File: src/rtl/agl_pkg.sv
// constants, register map and types for the gain control and lock detect block
//
// Contract
// - gain steps down when strength exceeds carrier level + 8 + increase code + 3 + decrease code.
// - gain steps up when strength is below carrier level + 8 + increase code, unless at ceiling.
// - the 5-bit initial gain (reset 24) is loaded into the amplifier when receive turns on.
// - automatic control never raises gain above the initial gain field, which is the ceiling.
// - the 5-bit carrier level (reset 24) is the reference for carrier sense and gain thresholds.
// - a 4-bit selector drives the status pin: 0 low, 1 high, 2-6 status, 7-15 internal taps.
// - selector 2-6 give continuous instant_lock_flag lock, carrier sense, cal done, sequencing error, all active low.
// - carrier sense is asserted (pin low) while measured strength is above the carrier level.
// - the lock window is 2 prescaler cycles wide when the window bit is 0, 4 when it is 1.
// - the lock counter restarts on a miss when the mode bit is 0 and counts up/down when it is 1.
// - lock is declared at 127/255/511/1023 and lost at 111/239/495/1007 for accuracy 0-3.
// - with automatic gain off, the gain is held at the initial gain field.
// - with the two-sample filter on, two equal consecutive decisions are needed before a step.
package agl_pkg;

    // register indices; byte address is four times the index
    localparam logic [5:0] IDX_GAIN_CEIL   = 6'h13;
    localparam logic [5:0] IDX_GAIN_INC    = 6'h14;
    localparam logic [5:0] IDX_LOCK_PIN    = 6'h15;
    localparam logic [5:0] IDX_AGC_CTRL    = 6'h18;
    localparam logic [5:0] IDX_IRQ_STATUS  = 6'h19;
    localparam logic [5:0] IDX_IRQ_MASK    = 6'h1A;
    localparam logic [5:0] IDX_LIVE_STATUS = 6'h1B;

    // reset values
    localparam logic [7:0] RST_GAIN_CEIL = 8'h38;   // decrease code 1, initial gain 24
    localparam logic [7:0] RST_GAIN_INC  = 8'h38;   // increase code 1, carrier level 24
    localparam logic [7:0] RST_LOCK_PIN  = 8'h00;
    localparam logic [1:0] RST_AGC_CTRL  = 2'h2;    // gain control on, two-sample filter on

    // field positions
    localparam int CODE_MSB  = 7;
    localparam int CODE_LSB  = 5;
    localparam int LEVEL_MSB = 4;
    localparam int SEL_MSB   = 7;
    localparam int SEL_LSB   = 4;
    localparam int WIN_BIT   = 3;
    localparam int MODE_BIT  = 2;
    localparam int CTRL_OFF  = 0;
    localparam int CTRL_FILT = 1;

    // interrupt event bits
    localparam int EV_LOCK_GAIN = 0;
    localparam int EV_LOCK_LOSS = 1;
    localparam int EV_CS_RISE   = 2;
    localparam int EV_NUM       = 3;

    // threshold offsets in strength steps of 1.5 dB
    localparam logic [6:0] THR_BASE     = 7'h08;
    localparam logic [6:0] THR_DOWN_MIN = 7'h03;

    // lock detector windows in prescaler cycles and counter thresholds
    localparam logic [2:0] WIN_NARROW = 3'h2;
    localparam logic [2:0] WIN_WIDE   = 3'h4;
    localparam logic [9:0] CNT_MAX    = 10'h3FF;
    localparam logic [9:0] LOCK_THR [4] = '{10'h07F, 10'h0FF, 10'h1FF, 10'h3FF};
    localparam logic [9:0] LOSS_THR [4] = '{10'h06F, 10'h0EF, 10'h1EF, 10'h3EF};

    // status pin selector codes
    localparam logic [3:0] SEL_LOW     = 4'h0;
    localparam logic [3:0] SEL_HIGH    = 4'h1;
    localparam logic [3:0] SEL_CONT    = 4'h2;
    localparam logic [3:0] SEL_INST    = 4'h3;
    localparam logic [3:0] SEL_CS      = 4'h4;
    localparam logic [3:0] SEL_CAL     = 4'h5;
    localparam logic [3:0] SEL_SEQ     = 4'h6;
    localparam logic [3:0] SEL_TAP0    = 4'h7;
    localparam int         TAP_NUM     = 9;

    // gain step decision
    typedef enum logic [1:0] {
        DIR_HOLD = 2'b00,
        DIR_UP   = 2'b01,
        DIR_DOWN = 2'b10
    } agl_dir_e;

    // lock detector configuration
    typedef struct packed {
        logic       window_wide;
        logic       up_down;
        logic [1:0] accuracy;
    } agl_lock_cfg_s;

    // lock detector results
    typedef struct packed {
        logic continuous_lock_flag;
        logic instant_lock_flag;
        logic lock_gain;
        logic lock_loss;
    } agl_lock_st_s;

endpackage

File: src/rtl/agl_lock_det.sv
// synthesizer lock detector: window test, counter and lock hysteresis
`timescale 1ns/100ps
module agl_lock_det (
    // clock and reset
    input  wire logic                   sys_clk_i,
    input  wire logic                   resetn_i,
    // configuration
    input  wire agl_pkg::agl_lock_cfg_s cfg_i,
    // comparison results
    input  wire logic                   cmp_valid_i,
    input  wire logic [2:0]             cmp_offset_i,
    // status
    output agl_pkg::agl_lock_st_s       st_o
);
    import agl_pkg::*;

    logic [9:0] count;
    logic [9:0] next_count;
    logic       hit;
    logic       locked;
    logic       instant;
    logic       gain_p;
    logic       loss_p;

    // a comparison counts as a hit when its offset falls inside the window
    assign hit = cmp_offset_i < (cfg_i.window_wide ? WIN_WIDE : WIN_NARROW);

    // counter update; saturation keeps a long lock from wrapping into a loss
    always_comb begin
        next_count = count;
        if (cmp_valid_i) begin
            if (hit) begin
                next_count = (count == CNT_MAX) ? count : count + 10'h001;
            end else if (!cfg_i.up_down) begin
                next_count = 10'h000;
            end else begin
                next_count = (count == 10'h000) ? count : count - 10'h001;
            end
        end
    end

    always_ff @(posedge sys_clk_i or negedge resetn_i) begin
        if (!resetn_i) begin
            count <= 10'h000;
        end else begin
            count <= next_count;
        end
    end

    // lock state with separate enter and leave thresholds
    always_ff @(posedge sys_clk_i or negedge resetn_i) begin
        if (!resetn_i) begin
            locked <= 1'b0;
            gain_p <= 1'b0;
            loss_p <= 1'b0;
        end else begin
            gain_p <= 1'b0;
            loss_p <= 1'b0;
            if (!locked && next_count >= LOCK_THR[cfg_i.accuracy]) begin
                locked <= 1'b1;
                gain_p <= 1'b1;
            end else if (locked && next_count <= LOSS_THR[cfg_i.accuracy]) begin
                locked <= 1'b0;
                loss_p <= 1'b1;
            end
        end
    end

    // instant lock follows the latest comparison
    always_ff @(posedge sys_clk_i or negedge resetn_i) begin
        if (!resetn_i) begin
            instant <= 1'b0;
        end else if (cmp_valid_i) begin
            instant <= hit;
        end
    end

    assign st_o.continuous_lock_flag = locked;
    assign st_o.instant_lock_flag    = instant;
    assign st_o.lock_gain            = gain_p;
    assign st_o.lock_loss            = loss_p;

endmodule

File: src/rtl/agl_top.sv
// gain control, carrier sense, lock detect and status pin with an AHB-Lite register slave
`timescale 1ns/100ps
module agl_top (
    // clock and reset
    input  wire logic                        sys_clk_i,
    input  wire logic                        resetn_i,
    // AHB-Lite slave
    input  wire logic                        hsel_i,
    input  wire logic [7:0]                  haddr_i,
    input  wire logic [1:0]                  htrans_i,
    input  wire logic                        hwrite_i,
    input  wire logic [2:0]                  hsize_i,
    input  wire logic [31:0]                 hwdata_i,
    input  wire logic                        hready_i,
    output logic      [31:0]                 hrdata_o,
    output logic                             hreadyout_o,
    output logic                             hresp_o,
    // receive chain
    input  wire logic                        rx_on_i,
    input  wire logic                        strength_valid_i,
    input  wire logic [6:0]                  strength_i,
    output logic      [4:0]                  vga_gain_o,
    // synthesizer comparisons
    input  wire logic                        cmp_valid_i,
    input  wire logic [2:0]                  cmp_offset_i,
    // other status sources and internal clock taps
    input  wire logic                        cal_done_i,
    input  wire logic                        sequencing_error_flag_i,
    input  wire logic [agl_pkg::TAP_NUM-1:0] taps_i,
    // outputs
    output logic                             status_pin_o,
    output logic                             irq_o
);
    import agl_pkg::*;

    // registers
    logic [7:0]        gain_ceil_reg;
    logic [7:0]        gain_inc_reg;
    logic [7:0]        lock_pin_reg;
    logic [1:0]        agc_ctrl;
    logic [EV_NUM-1:0] irq_status;
    logic [EV_NUM-1:0] irq_mask;

    // bus pipeline
    logic              wr_pend;
    logic [5:0]        wr_idx;
    logic [31:0]       next_rdata;

    // datapath
    logic [4:0]        ceiling;
    logic [4:0]        cs_level;
    logic [6:0]        up_thr;
    logic [6:0]        down_thr;
    logic              carrier_sense;
    logic              cs_prev;
    logic              rx_prev;
    agl_dir_e          want;
    agl_dir_e          pend;
    agl_dir_e          apply;
    logic [4:0]        gain;
    agl_lock_cfg_s     lock_cfg;
    agl_lock_st_s      lock_st;
    logic [EV_NUM-1:0] events;
    logic [EV_NUM-1:0] clr_bits;
    logic [3:0]        pin_sel;
    logic              next_pin;

    // bus slave

    // zero wait states and always OKAY keep the master simple
    assign hreadyout_o = 1'b1;
    assign hresp_o     = 1'b0;

    // address phase capture; byte address bits [1:0] are ignored
    always_ff @(posedge sys_clk_i or negedge resetn_i) begin
        if (!resetn_i) begin
            wr_pend <= 1'b0;
            wr_idx  <= 6'h00;
        end else if (hready_i) begin
            wr_pend <= hsel_i && htrans_i[1] && hwrite_i;
            wr_idx  <= haddr_i[7:2];
        end
    end

    // read mux; unmapped indices read as zero
    always_comb begin
        next_rdata = 32'h0000_0000;
        unique case (haddr_i[7:2])
            IDX_GAIN_CEIL:   next_rdata[7:0] = gain_ceil_reg;
            IDX_GAIN_INC:    next_rdata[7:0] = gain_inc_reg;
            IDX_LOCK_PIN:    next_rdata[7:0] = lock_pin_reg;
            IDX_AGC_CTRL:    next_rdata[1:0] = agc_ctrl;
            IDX_IRQ_STATUS:  next_rdata[EV_NUM-1:0] = irq_status;
            IDX_IRQ_MASK:    next_rdata[EV_NUM-1:0] = irq_mask;
            IDX_LIVE_STATUS: next_rdata[9:0] = {lock_st.instant_lock_flag,
                                                lock_st.continuous_lock_flag,
                                                carrier_sense, 2'h0, gain};
            default:         next_rdata = 32'h0000_0000;
        endcase
    end

    // read data registered at the address phase, stands in the data phase
    always_ff @(posedge sys_clk_i or negedge resetn_i) begin
        if (!resetn_i) begin
            hrdata_o <= 32'h0000_0000;
        end else if (hready_i && hsel_i && htrans_i[1] && !hwrite_i) begin
            hrdata_o <= next_rdata;
        end
    end

    // configuration writes land in the data phase
    always_ff @(posedge sys_clk_i or negedge resetn_i) begin
        if (!resetn_i) begin
            gain_ceil_reg <= RST_GAIN_CEIL;
            gain_inc_reg  <= RST_GAIN_INC;
            lock_pin_reg  <= RST_LOCK_PIN;
            agc_ctrl      <= RST_AGC_CTRL;
            irq_mask      <= '0;
        end else if (wr_pend) begin
            unique case (wr_idx)
                IDX_GAIN_CEIL: gain_ceil_reg <= hwdata_i[7:0];
                IDX_GAIN_INC:  gain_inc_reg  <= hwdata_i[7:0];
                IDX_LOCK_PIN:  lock_pin_reg  <= hwdata_i[7:0];
                IDX_AGC_CTRL:  agc_ctrl      <= hwdata_i[1:0];
                IDX_IRQ_MASK:  irq_mask      <= hwdata_i[EV_NUM-1:0];
                default:       agc_ctrl      <= agc_ctrl;
            endcase
        end
    end

    // interrupts

    assign clr_bits = (wr_pend && wr_idx == IDX_IRQ_STATUS) ? hwdata_i[EV_NUM-1:0] : '0;
    assign events   = {carrier_sense && !cs_prev, lock_st.lock_loss, lock_st.lock_gain};

    // a new event in the clearing cycle survives the clear
    always_ff @(posedge sys_clk_i or negedge resetn_i) begin
        if (!resetn_i) begin
            irq_status <= '0;
        end else begin
            irq_status <= (irq_status & ~clr_bits) | events;
        end
    end

    always_ff @(posedge sys_clk_i or negedge resetn_i) begin
        if (!resetn_i) begin
            irq_o <= 1'b0;
        end else begin
            irq_o <= |(irq_status & irq_mask);
        end
    end

    // gain control

    assign ceiling  = gain_ceil_reg[LEVEL_MSB:0];
    assign cs_level = gain_inc_reg[LEVEL_MSB:0];
    assign up_thr   = {2'h0, cs_level} + THR_BASE
                    + {4'h0, gain_inc_reg[CODE_MSB:CODE_LSB]};
    assign down_thr = up_thr + THR_DOWN_MIN
                    + {4'h0, gain_ceil_reg[CODE_MSB:CODE_LSB]};

    // carrier sense compares against the same reference as the gain thresholds
    assign carrier_sense = strength_i > {2'h0, cs_level};

    // raw decision for the current strength sample
    always_comb begin
        want = DIR_HOLD;
        if (strength_i > down_thr && gain != 5'h00) begin
            want = DIR_DOWN;
        end else if (strength_i < up_thr && gain < ceiling) begin
            want = DIR_UP;
        end
    end

    // the filter needs the same decision on two samples in a row
    always_comb begin
        apply = DIR_HOLD;
        if (strength_valid_i) begin
            if (!agc_ctrl[CTRL_FILT] || want == pend) begin
                apply = want;
            end
        end
    end

    always_ff @(posedge sys_clk_i or negedge resetn_i) begin
        if (!resetn_i) begin
            pend <= DIR_HOLD;
        end else if (!rx_on_i || agc_ctrl[CTRL_OFF]) begin
            pend <= DIR_HOLD;
        end else if (strength_valid_i) begin
            pend <= (apply != DIR_HOLD) ? DIR_HOLD : want;
        end
    end

    // gain register; switch-on load and the ceiling take priority over stepping
    always_ff @(posedge sys_clk_i or negedge resetn_i) begin
        if (!resetn_i) begin
            gain <= RST_GAIN_CEIL[LEVEL_MSB:0];
        end else if ((rx_on_i && !rx_prev) || agc_ctrl[CTRL_OFF]) begin
            gain <= ceiling;
        end else if (gain > ceiling) begin
            gain <= ceiling;
        end else if (rx_on_i) begin
            unique case (apply)
                DIR_UP:   gain <= gain + 5'h01;
                DIR_DOWN: gain <= gain - 5'h01;
                DIR_HOLD: gain <= gain;
                default:  gain <= gain;
            endcase
        end
    end

    assign vga_gain_o = gain;

    // edge history for switch-on and carrier sense events
    always_ff @(posedge sys_clk_i or negedge resetn_i) begin
        if (!resetn_i) begin
            rx_prev <= 1'b0;
            cs_prev <= 1'b0;
        end else begin
            rx_prev <= rx_on_i;
            cs_prev <= carrier_sense;
        end
    end

    // lock detector

    assign lock_cfg.window_wide = lock_pin_reg[WIN_BIT];
    assign lock_cfg.up_down     = lock_pin_reg[MODE_BIT];
    assign lock_cfg.accuracy    = lock_pin_reg[1:0];

    agl_lock_det u_lock_det (
        .sys_clk_i    (sys_clk_i),
        .resetn_i     (resetn_i),
        .cfg_i        (lock_cfg),
        .cmp_valid_i  (cmp_valid_i),
        .cmp_offset_i (cmp_offset_i),
        .st_o         (lock_st)
    );

    // status pin

    assign pin_sel = lock_pin_reg[SEL_MSB:SEL_LSB];

    // status sources are active low on the pin; taps pass through one flop
    always_comb begin
        next_pin = 1'b0;
        unique case (pin_sel)
            SEL_LOW:  next_pin = 1'b0;
            SEL_HIGH: next_pin = 1'b1;
            SEL_CONT: next_pin = !lock_st.continuous_lock_flag;
            SEL_INST: next_pin = !lock_st.instant_lock_flag;
            SEL_CS:   next_pin = !carrier_sense;
            SEL_CAL:  next_pin = !cal_done_i;
            SEL_SEQ:  next_pin = !sequencing_error_flag_i;
            default:  next_pin = taps_i[4'(pin_sel - SEL_TAP0)];
        endcase
    end

    // registered so the pin never glitches while the selector changes
    always_ff @(posedge sys_clk_i or negedge resetn_i) begin
        if (!resetn_i) begin
            status_pin_o <= 1'b0;
        end else begin
            status_pin_o <= next_pin;
        end
    end

endmodule

File: config.mk
export PLATFORM = sky130hd
export DESIGN_NAME = agl_top
export DESIGN_NICKNAME = d
export VERILOG_FILES = /design/src/rtl/agl_pkg.sv /design/src/rtl/agl_lock_det.sv /design/src/rtl/agl_top.sv
export SDC_FILE = /design/constraint.sdc
export NUM_CORES = 1
export LEC_CHECK = 0
export BUFFER_PORTS_ARGS = -buffer_cell sky130_fd_sc_hd__buf_2
export CAP_MARGIN = 0
export CORE_MARGIN = 2
export CORE_UTILIZATION = 40
export DETAILED_ROUTE_END_ITERATION = 10
export PLACE_DENSITY = 0.71
export SLEW_MARGIN = 20
export SYNTH_ARGS = -nofsm -noshare
export SYNTH_HDL_FRONTEND = slang
export SYNTH_SLANG_ARGS = --single-unit
File: constraint.sdc
create_clock -name sys_clk_i -period 11 [get_ports sys_clk_i]
set_input_delay 2.75 -clock sys_clk_i [delete_from_list [all_inputs] [get_ports sys_clk_i]]
set_output_delay 2.75 -clock sys_clk_i [all_outputs]
set_load 0.02 [all_outputs]
# Yosys cells after proc, flatten, opt, wreduce, memory -nomap -nowiden
# Index checks and enable logic that the tools add are counted.
# Widths: inputs -> output; s select.
# classes
n_bitwise	5
order_cmp	10
n_mux	36
n_reduce_logical	40
multipliers	0
div_mod_pow	0
add_sub_neg	9
n_eq_ne	23
n_shift	0
# op_table
cell	n
$mux 10	9
$eq 6x5->1 const B	13
$bmux 10 s2	2
$pmux 5 s4	1
$mux 5	3
$mux 2	7
$pmux 2 s7	1
$eq 4x3->1 const B	3
$logic_and 1x1->1	12
$reduce_and 2->1	6
$add 10x1->10 const B	1
$eq 10x10->1 const B	1
$ge 10x10->1	1
$le 10x10->1	1
$logic_not 1->1	10
$logic_not 10->1	1
$pmux 5 s2	1
$sub 10x1->10 const B	1
$eq 4x2->1 const B	2
$add 6x3->7	1
$add 7x2->7 const B	1
$add 7x3->7	1
$gt 7x5->1	1
$gt 7x7->1	1
other kinds (30)	42
# totals
mem_bits_ro	0
out_inout_bits	41
ram_bits	0
latchBits	0
word_cells	143
mem_count	0
ff_bits	74
input_bits	74

# Longest topological paths before layout
# depth
depth_word	16
mapped_depth	27
mapped_depth_nobuf	27

# Modules after synthesis
# From an unflattened synthesis, not the netlist that was laid out.
# hier_totals
cells_unflattened	564
hier_area_um2	5382.7
# modules_own_cells
module	instances	area_each_um2	seq_area_each_um2	cells_each
agl_top	1	4100.2	1512.7	411
agl_lock_det	1	1282.5	350.3	153

# Worst setup path after synthesis
# Ideal clock, no wire load.
# synth_timing
path_kind	input to register
from	input port strength_i[1]
to	register gain[4] (netlist: vga_gain_o[4])
path_slack_ns	5.623
setup_time_ns	0.075
t_required_ns	10.925
path_stages	16
n_path_buf	0
arrival_ns	5.302
cell_sequence	ha_1 nor2b_1 o21ai_0 a21oi_1 nor2_1 a21oi_1 nor3_1 nand3_1 ha_1 fa_1 a21o_1 a21oi_1 xor2_1 nor2_1 xnor2_1 mux2i_1
# synth_via
elab_chain_len	13
elab_cells_between_ends	18
classes_between	2 x order compare; 3 x eq/ne; 8 x mux; 5 x reduce/logical
# synth_lines
item	line	text
from (decl)	agl_top.sv:21	input wire logic [6:0] strength_i,
$lt 7x7->1	agl_top.sv:170	end else if (strength_i < up_thr && gain < ceiling) begin
$logic_and 1x1->1	agl_top.sv:170	
$mux 1	agl_top.sv:170	
$mux 2 *	agl_top.sv:168	if (strength_i > down_thr && gain != 5'h00) begin
$eq 2x2->1	agl_top.sv:179	if (!agc_ctrl[CTRL_FILT] || want == pend) begin
$logic_or 1x1->1	agl_top.sv:179	
$mux 2 *	agl_top.sv:179	
$mux 2 *	agl_top.sv:178	if (strength_valid_i) begin
$eq 2x2->1 / $eq 2x1->1 (equally long branches)	agl_top.sv:204	unique case (apply)
$pmux 5 s2	agl_top.sv:204	
$mux 5	agl_top.sv:203	end else if (rx_on_i) begin
$mux 5	agl_top.sv:201	end else if (gain > ceiling) begin
$mux 5	agl_top.sv:199	end else if ((rx_on_i && !rx_prev) || agc_ctrl[CTRL_OFF]) begin
to (signal assigned)	agl_top.sv:200	gain <= ceiling;
to (signal assigned)	agl_top.sv:202	gain <= ceiling;
to (signal assigned)	agl_top.sv:205	DIR_UP: gain <= gain + 5'h01;
to (decl)	agl_top.sv:60	logic [4:0] gain;
# Every way passes the cells marked *; elsewhere a longest branch is shown, timed or not. The select of a mux whose other input is x is not followed.
# A chain may end at the register's enable or synchronous reset.

# Final worst setup path
# Ends and elaborated chain as after synthesis.

==> results.cfg <==
[setup_path]
timing.reg2reg.worst_path_depth = 26
critical_path.max_stage_delay_ps = 420
endpoint_kind = flop
worst-path-stages = 17
cp.required_ps = 11260
cp_data_arrival_time_ps = 5760
crit_path_frequent_cell = sky130_fd_sc_hd__a21oi_1
critical_path.top_delay_family = adder cells
cp_num_buf_inv = 1
critPathLaunchType = primary input
path_cells = buf_2 -> ha_1 -> nor2b_1 -> o21ai_0 -> a21oi_1 -> nor2_1 -> a21oi_1 -> nor3_1 -> nand3_1 -> ha_1 -> fa_1 -> a21o_1 -> a21oi_1 -> xor2_1 -> nor2_1 -> xnor2_1 -> mux2i_1
worst_path_max_delay_cell = sky130_fd_sc_hd__fa_1
critical_path.max_fanout = 5
worst-setup-path-type = in -> reg

[cts]
ctsRootBufferMaster = sky130_fd_sc_hd__clkbuf_16
clk_path_buf_depth = 2
post_cts.resized_instances = 0
cts.htree.levels = 3
cts_made_buffers = 9
clk-insertion-delay-late_ps = 340
cts_tree = done
postCtsHoldBufs = 0
cts.repair_timing.setup_buffer_count = 0
cts_sinks = 74
clk_pin_slew_ps = 60

[floorplanning]
core-area_sq_um = 13100
dieArea_sq_um = 14300
initial_core_util = 0.407
core.rowCount = 42
die_width_microns = 120
ios = 115
die_height_microns = 120

[final_layout]
reg.largest.list = hrdata_o (10), u_lock_det.count (10)
syn2layout_area_growth_pct = 12.5
final_net_count = 731
layout-drive-gt1-share = 0.221
diodes = 0
final_common_cell = sky130_fd_sc_hd__dfrtp_1
finish.instance_area_sq_um = 6020
layout.cells.most_common_list = sky130_fd_sc_hd__dfrtp_1, sky130_fd_sc_hd__buf_2, sky130_fd_sc_hd__inv_1

[synth]
post_synth_inst_count = 560
synth_cell_types = 66
ys_dominant_reg_cell = sky130_fd_sc_hd__dfrtp_1
synthArstFlopShare = 1.00
synth_seq_area_share = 0.348
synth-edff-count = 0
yosys_register_bits = 74
yosysWarnings = 0
syn_avg_cell_area_sq_um = 9.55
synthesis.area_sq_um = 5350

[power]
net-switching-power_w = 0.000411
power.ir.vdd_worst_uv = 81.0
p_per_area_nw_per_um2 = 187
total_power_w = 0.00113
leakagePower_nw = 2.80
power_frac_clock = 0.287
share_seq_of_total_power = 0.343
gate_power_share = 0.369
power.share.switching = 0.364
internal_power_w = 0.000716

[sta]
setup_tns_ps = 0
finalWorstSetupSlack_ps = 5500
timing.max_slew.rel_slack = 0.269
timing.final.hold_violations = 0
final.period_utilization = 0.500
setup_violations = 0
final.min_clock_period_ps = 5500
fmax_mhz = 182
setup_repair_after_global_routing_missed_its_margin = no
finClkSkew_ps = 9.86
worst_hold_slack_ps = 442
tightestPinTransition_ps = 1090
maxSlewViolCount = 0

[global_routing]
grt.met2_usage = 0.308
grt_util_met3 = 0.0299
grt.busiest_layer = met2
grt_overflow = 0
grt_pass1_vias = 4286
grt_start_max_net_pins = 75
antenna_found_initial = 0
global_route_wire_length_before_repair_mm = 21.3
globalRouteTotalUtil = 0.185
grt_use_met1 = 0.244

[route]
avgViaCountPerCell = 5.43
firstDrtPassIters = 6
drt_wl_total_mm = 12.9
antenna_violating_nets_post_route = 0
route.detailed.drc = 0
route.detailed.wl_per_inst_microns = 16.3
vias = 4294
drtIter0Drc = 296

[placed_design]
place.detailed.hpwl_mm = 9.92
place_worst_setup_slack_ps = 5130
place_area_sq_um = 5680
gp_congestion = 0.868
placement.io_buffers = 59

[worst_hold_path]
worst_hold_path.num_cells = 1
timing.hold.worst.class = reg -> reg

[flow_run]
maxCapViolations = 0

[outcome]
outcome = finished, final reports clean
[cell type report]
type / instances / area [sq um]
timing repair buffer: 60 / 303
fill: 1244 / 7120
multi-input combinational: 413 / 3100
clock buffer: 12 / 256
tap: 176 / 220
clock inverter: 4 / 75.1
sequential: 74 / 1860
inverter: 52 / 195
[logic make-up (layout without fill, tap and decap cells)]
family | Yosys count | after routing | share of synthesized area
buffers and inverters | 95 | 128 | 0.0868
XOR/XNOR | 14 | 14 | 0.0229
AND/OR/NAND/NOR | 148 | 148 | 0.149
multiplexers | 60 | 60 | 0.126
AO/OA/AOI/OAI | 119 | 119 | 0.150
flip-flops | 74 | 74 | 0.348
other | 2 | 24 | 0.00140
adder cells (fa/ha/maj) | 48 | 48 | 0.116
[Yosys cell counts (4+ instances only)]
library cell | instances | area [sq um]
sky130_fd_sc_hd__nor3b_1 | 5 | 37.5
sky130_fd_sc_hd__dfstp_2 | 9 | 236
sky130_fd_sc_hd__o21ai_0 | 32 | 160
sky130_fd_sc_hd__a31oi_1 | 5 | 31.3
sky130_fd_sc_hd__mux2i_1 | 20 | 200
sky130_fd_sc_hd__buf_4 | 25 | 188
sky130_fd_sc_hd__clkbuf_1 | 12 | 45.0
sky130_fd_sc_hd__a221oi_1 | 6 | 52.6
sky130_fd_sc_hd__o21a_1 | 6 | 45.0
sky130_fd_sc_hd__mux2_2 | 38 | 428
sky130_fd_sc_hd__nor2b_1 | 12 | 75.1
sky130_fd_sc_hd__a21oi_1 | 24 | 120
sky130_fd_sc_hd__a21o_1 | 11 | 82.6
sky130_fd_sc_hd__or4_1 | 4 | 30.0
sky130_fd_sc_hd__xor2_1 | 5 | 43.8
sky130_fd_sc_hd__dfrtp_1 | 65 | 1630
sky130_fd_sc_hd__buf_2 | 5 | 25.0
sky130_fd_sc_hd__nand3_1 | 20 | 100
sky130_fd_sc_hd__nand2_1 | 38 | 143
sky130_fd_sc_hd__or3_1 | 4 | 25.0
sky130_fd_sc_hd__nor2_1 | 24 | 90.1
sky130_fd_sc_hd__ha_1 | 44 | 551
sky130_fd_sc_hd__xnor2_1 | 9 | 78.8
sky130_fd_sc_hd__nor3_1 | 10 | 50.1
sky130_fd_sc_hd__nand4_1 | 7 | 43.8
sky130_fd_sc_hd__inv_1 | 52 | 195
[layer usage]
metal,wire (microns),up-vias
met1,5770,2076
met3,684,18
met5,0,-
met4,216,0
li1,-,2064
met2,6210,136
[worst paths after layout]
check	slack, ps	to	start
hold reg to reg	440	irq_status[0]	u_lock_det.gain_p
setup / recovery	5500	vga_gain_o[4]	strength_i[1]
setup reg to reg	5560	vga_gain_o[4]	gain_inc_reg[5]
min in group asynchronous	2620	u_lock_det.count[3]	resetn_i
hold / removal	440	irq_status[0]	u_lock_det.gain_p
max in group asynchronous	7740	gain_ceil_reg[2]	resetn_i
[metrics by stage]
stage | std cells | utilization
global placement | 775 | 0.433
finish | 791 | 0.458
global route | 791 | 0.458
CTS | 791 | 0.458
floorplan | 582 | -
detailed placement | 775 | 0.433
[power by group through the flow]
stage          Combinational [W]  Sequential [W]  Clock, W
4_1_cts                 0.000418        0.000386  0.000327
2_1_floorplan           0.000339        0.000366         0
6_report                0.000417        0.000387  0.000324
3_5_place_dp            0.000415        0.000390         0
3_3_place_gp            0.000397        0.000387         0
5_1_grt                 0.000474        0.000395  0.000338
(Power assumes the default switching activity.)
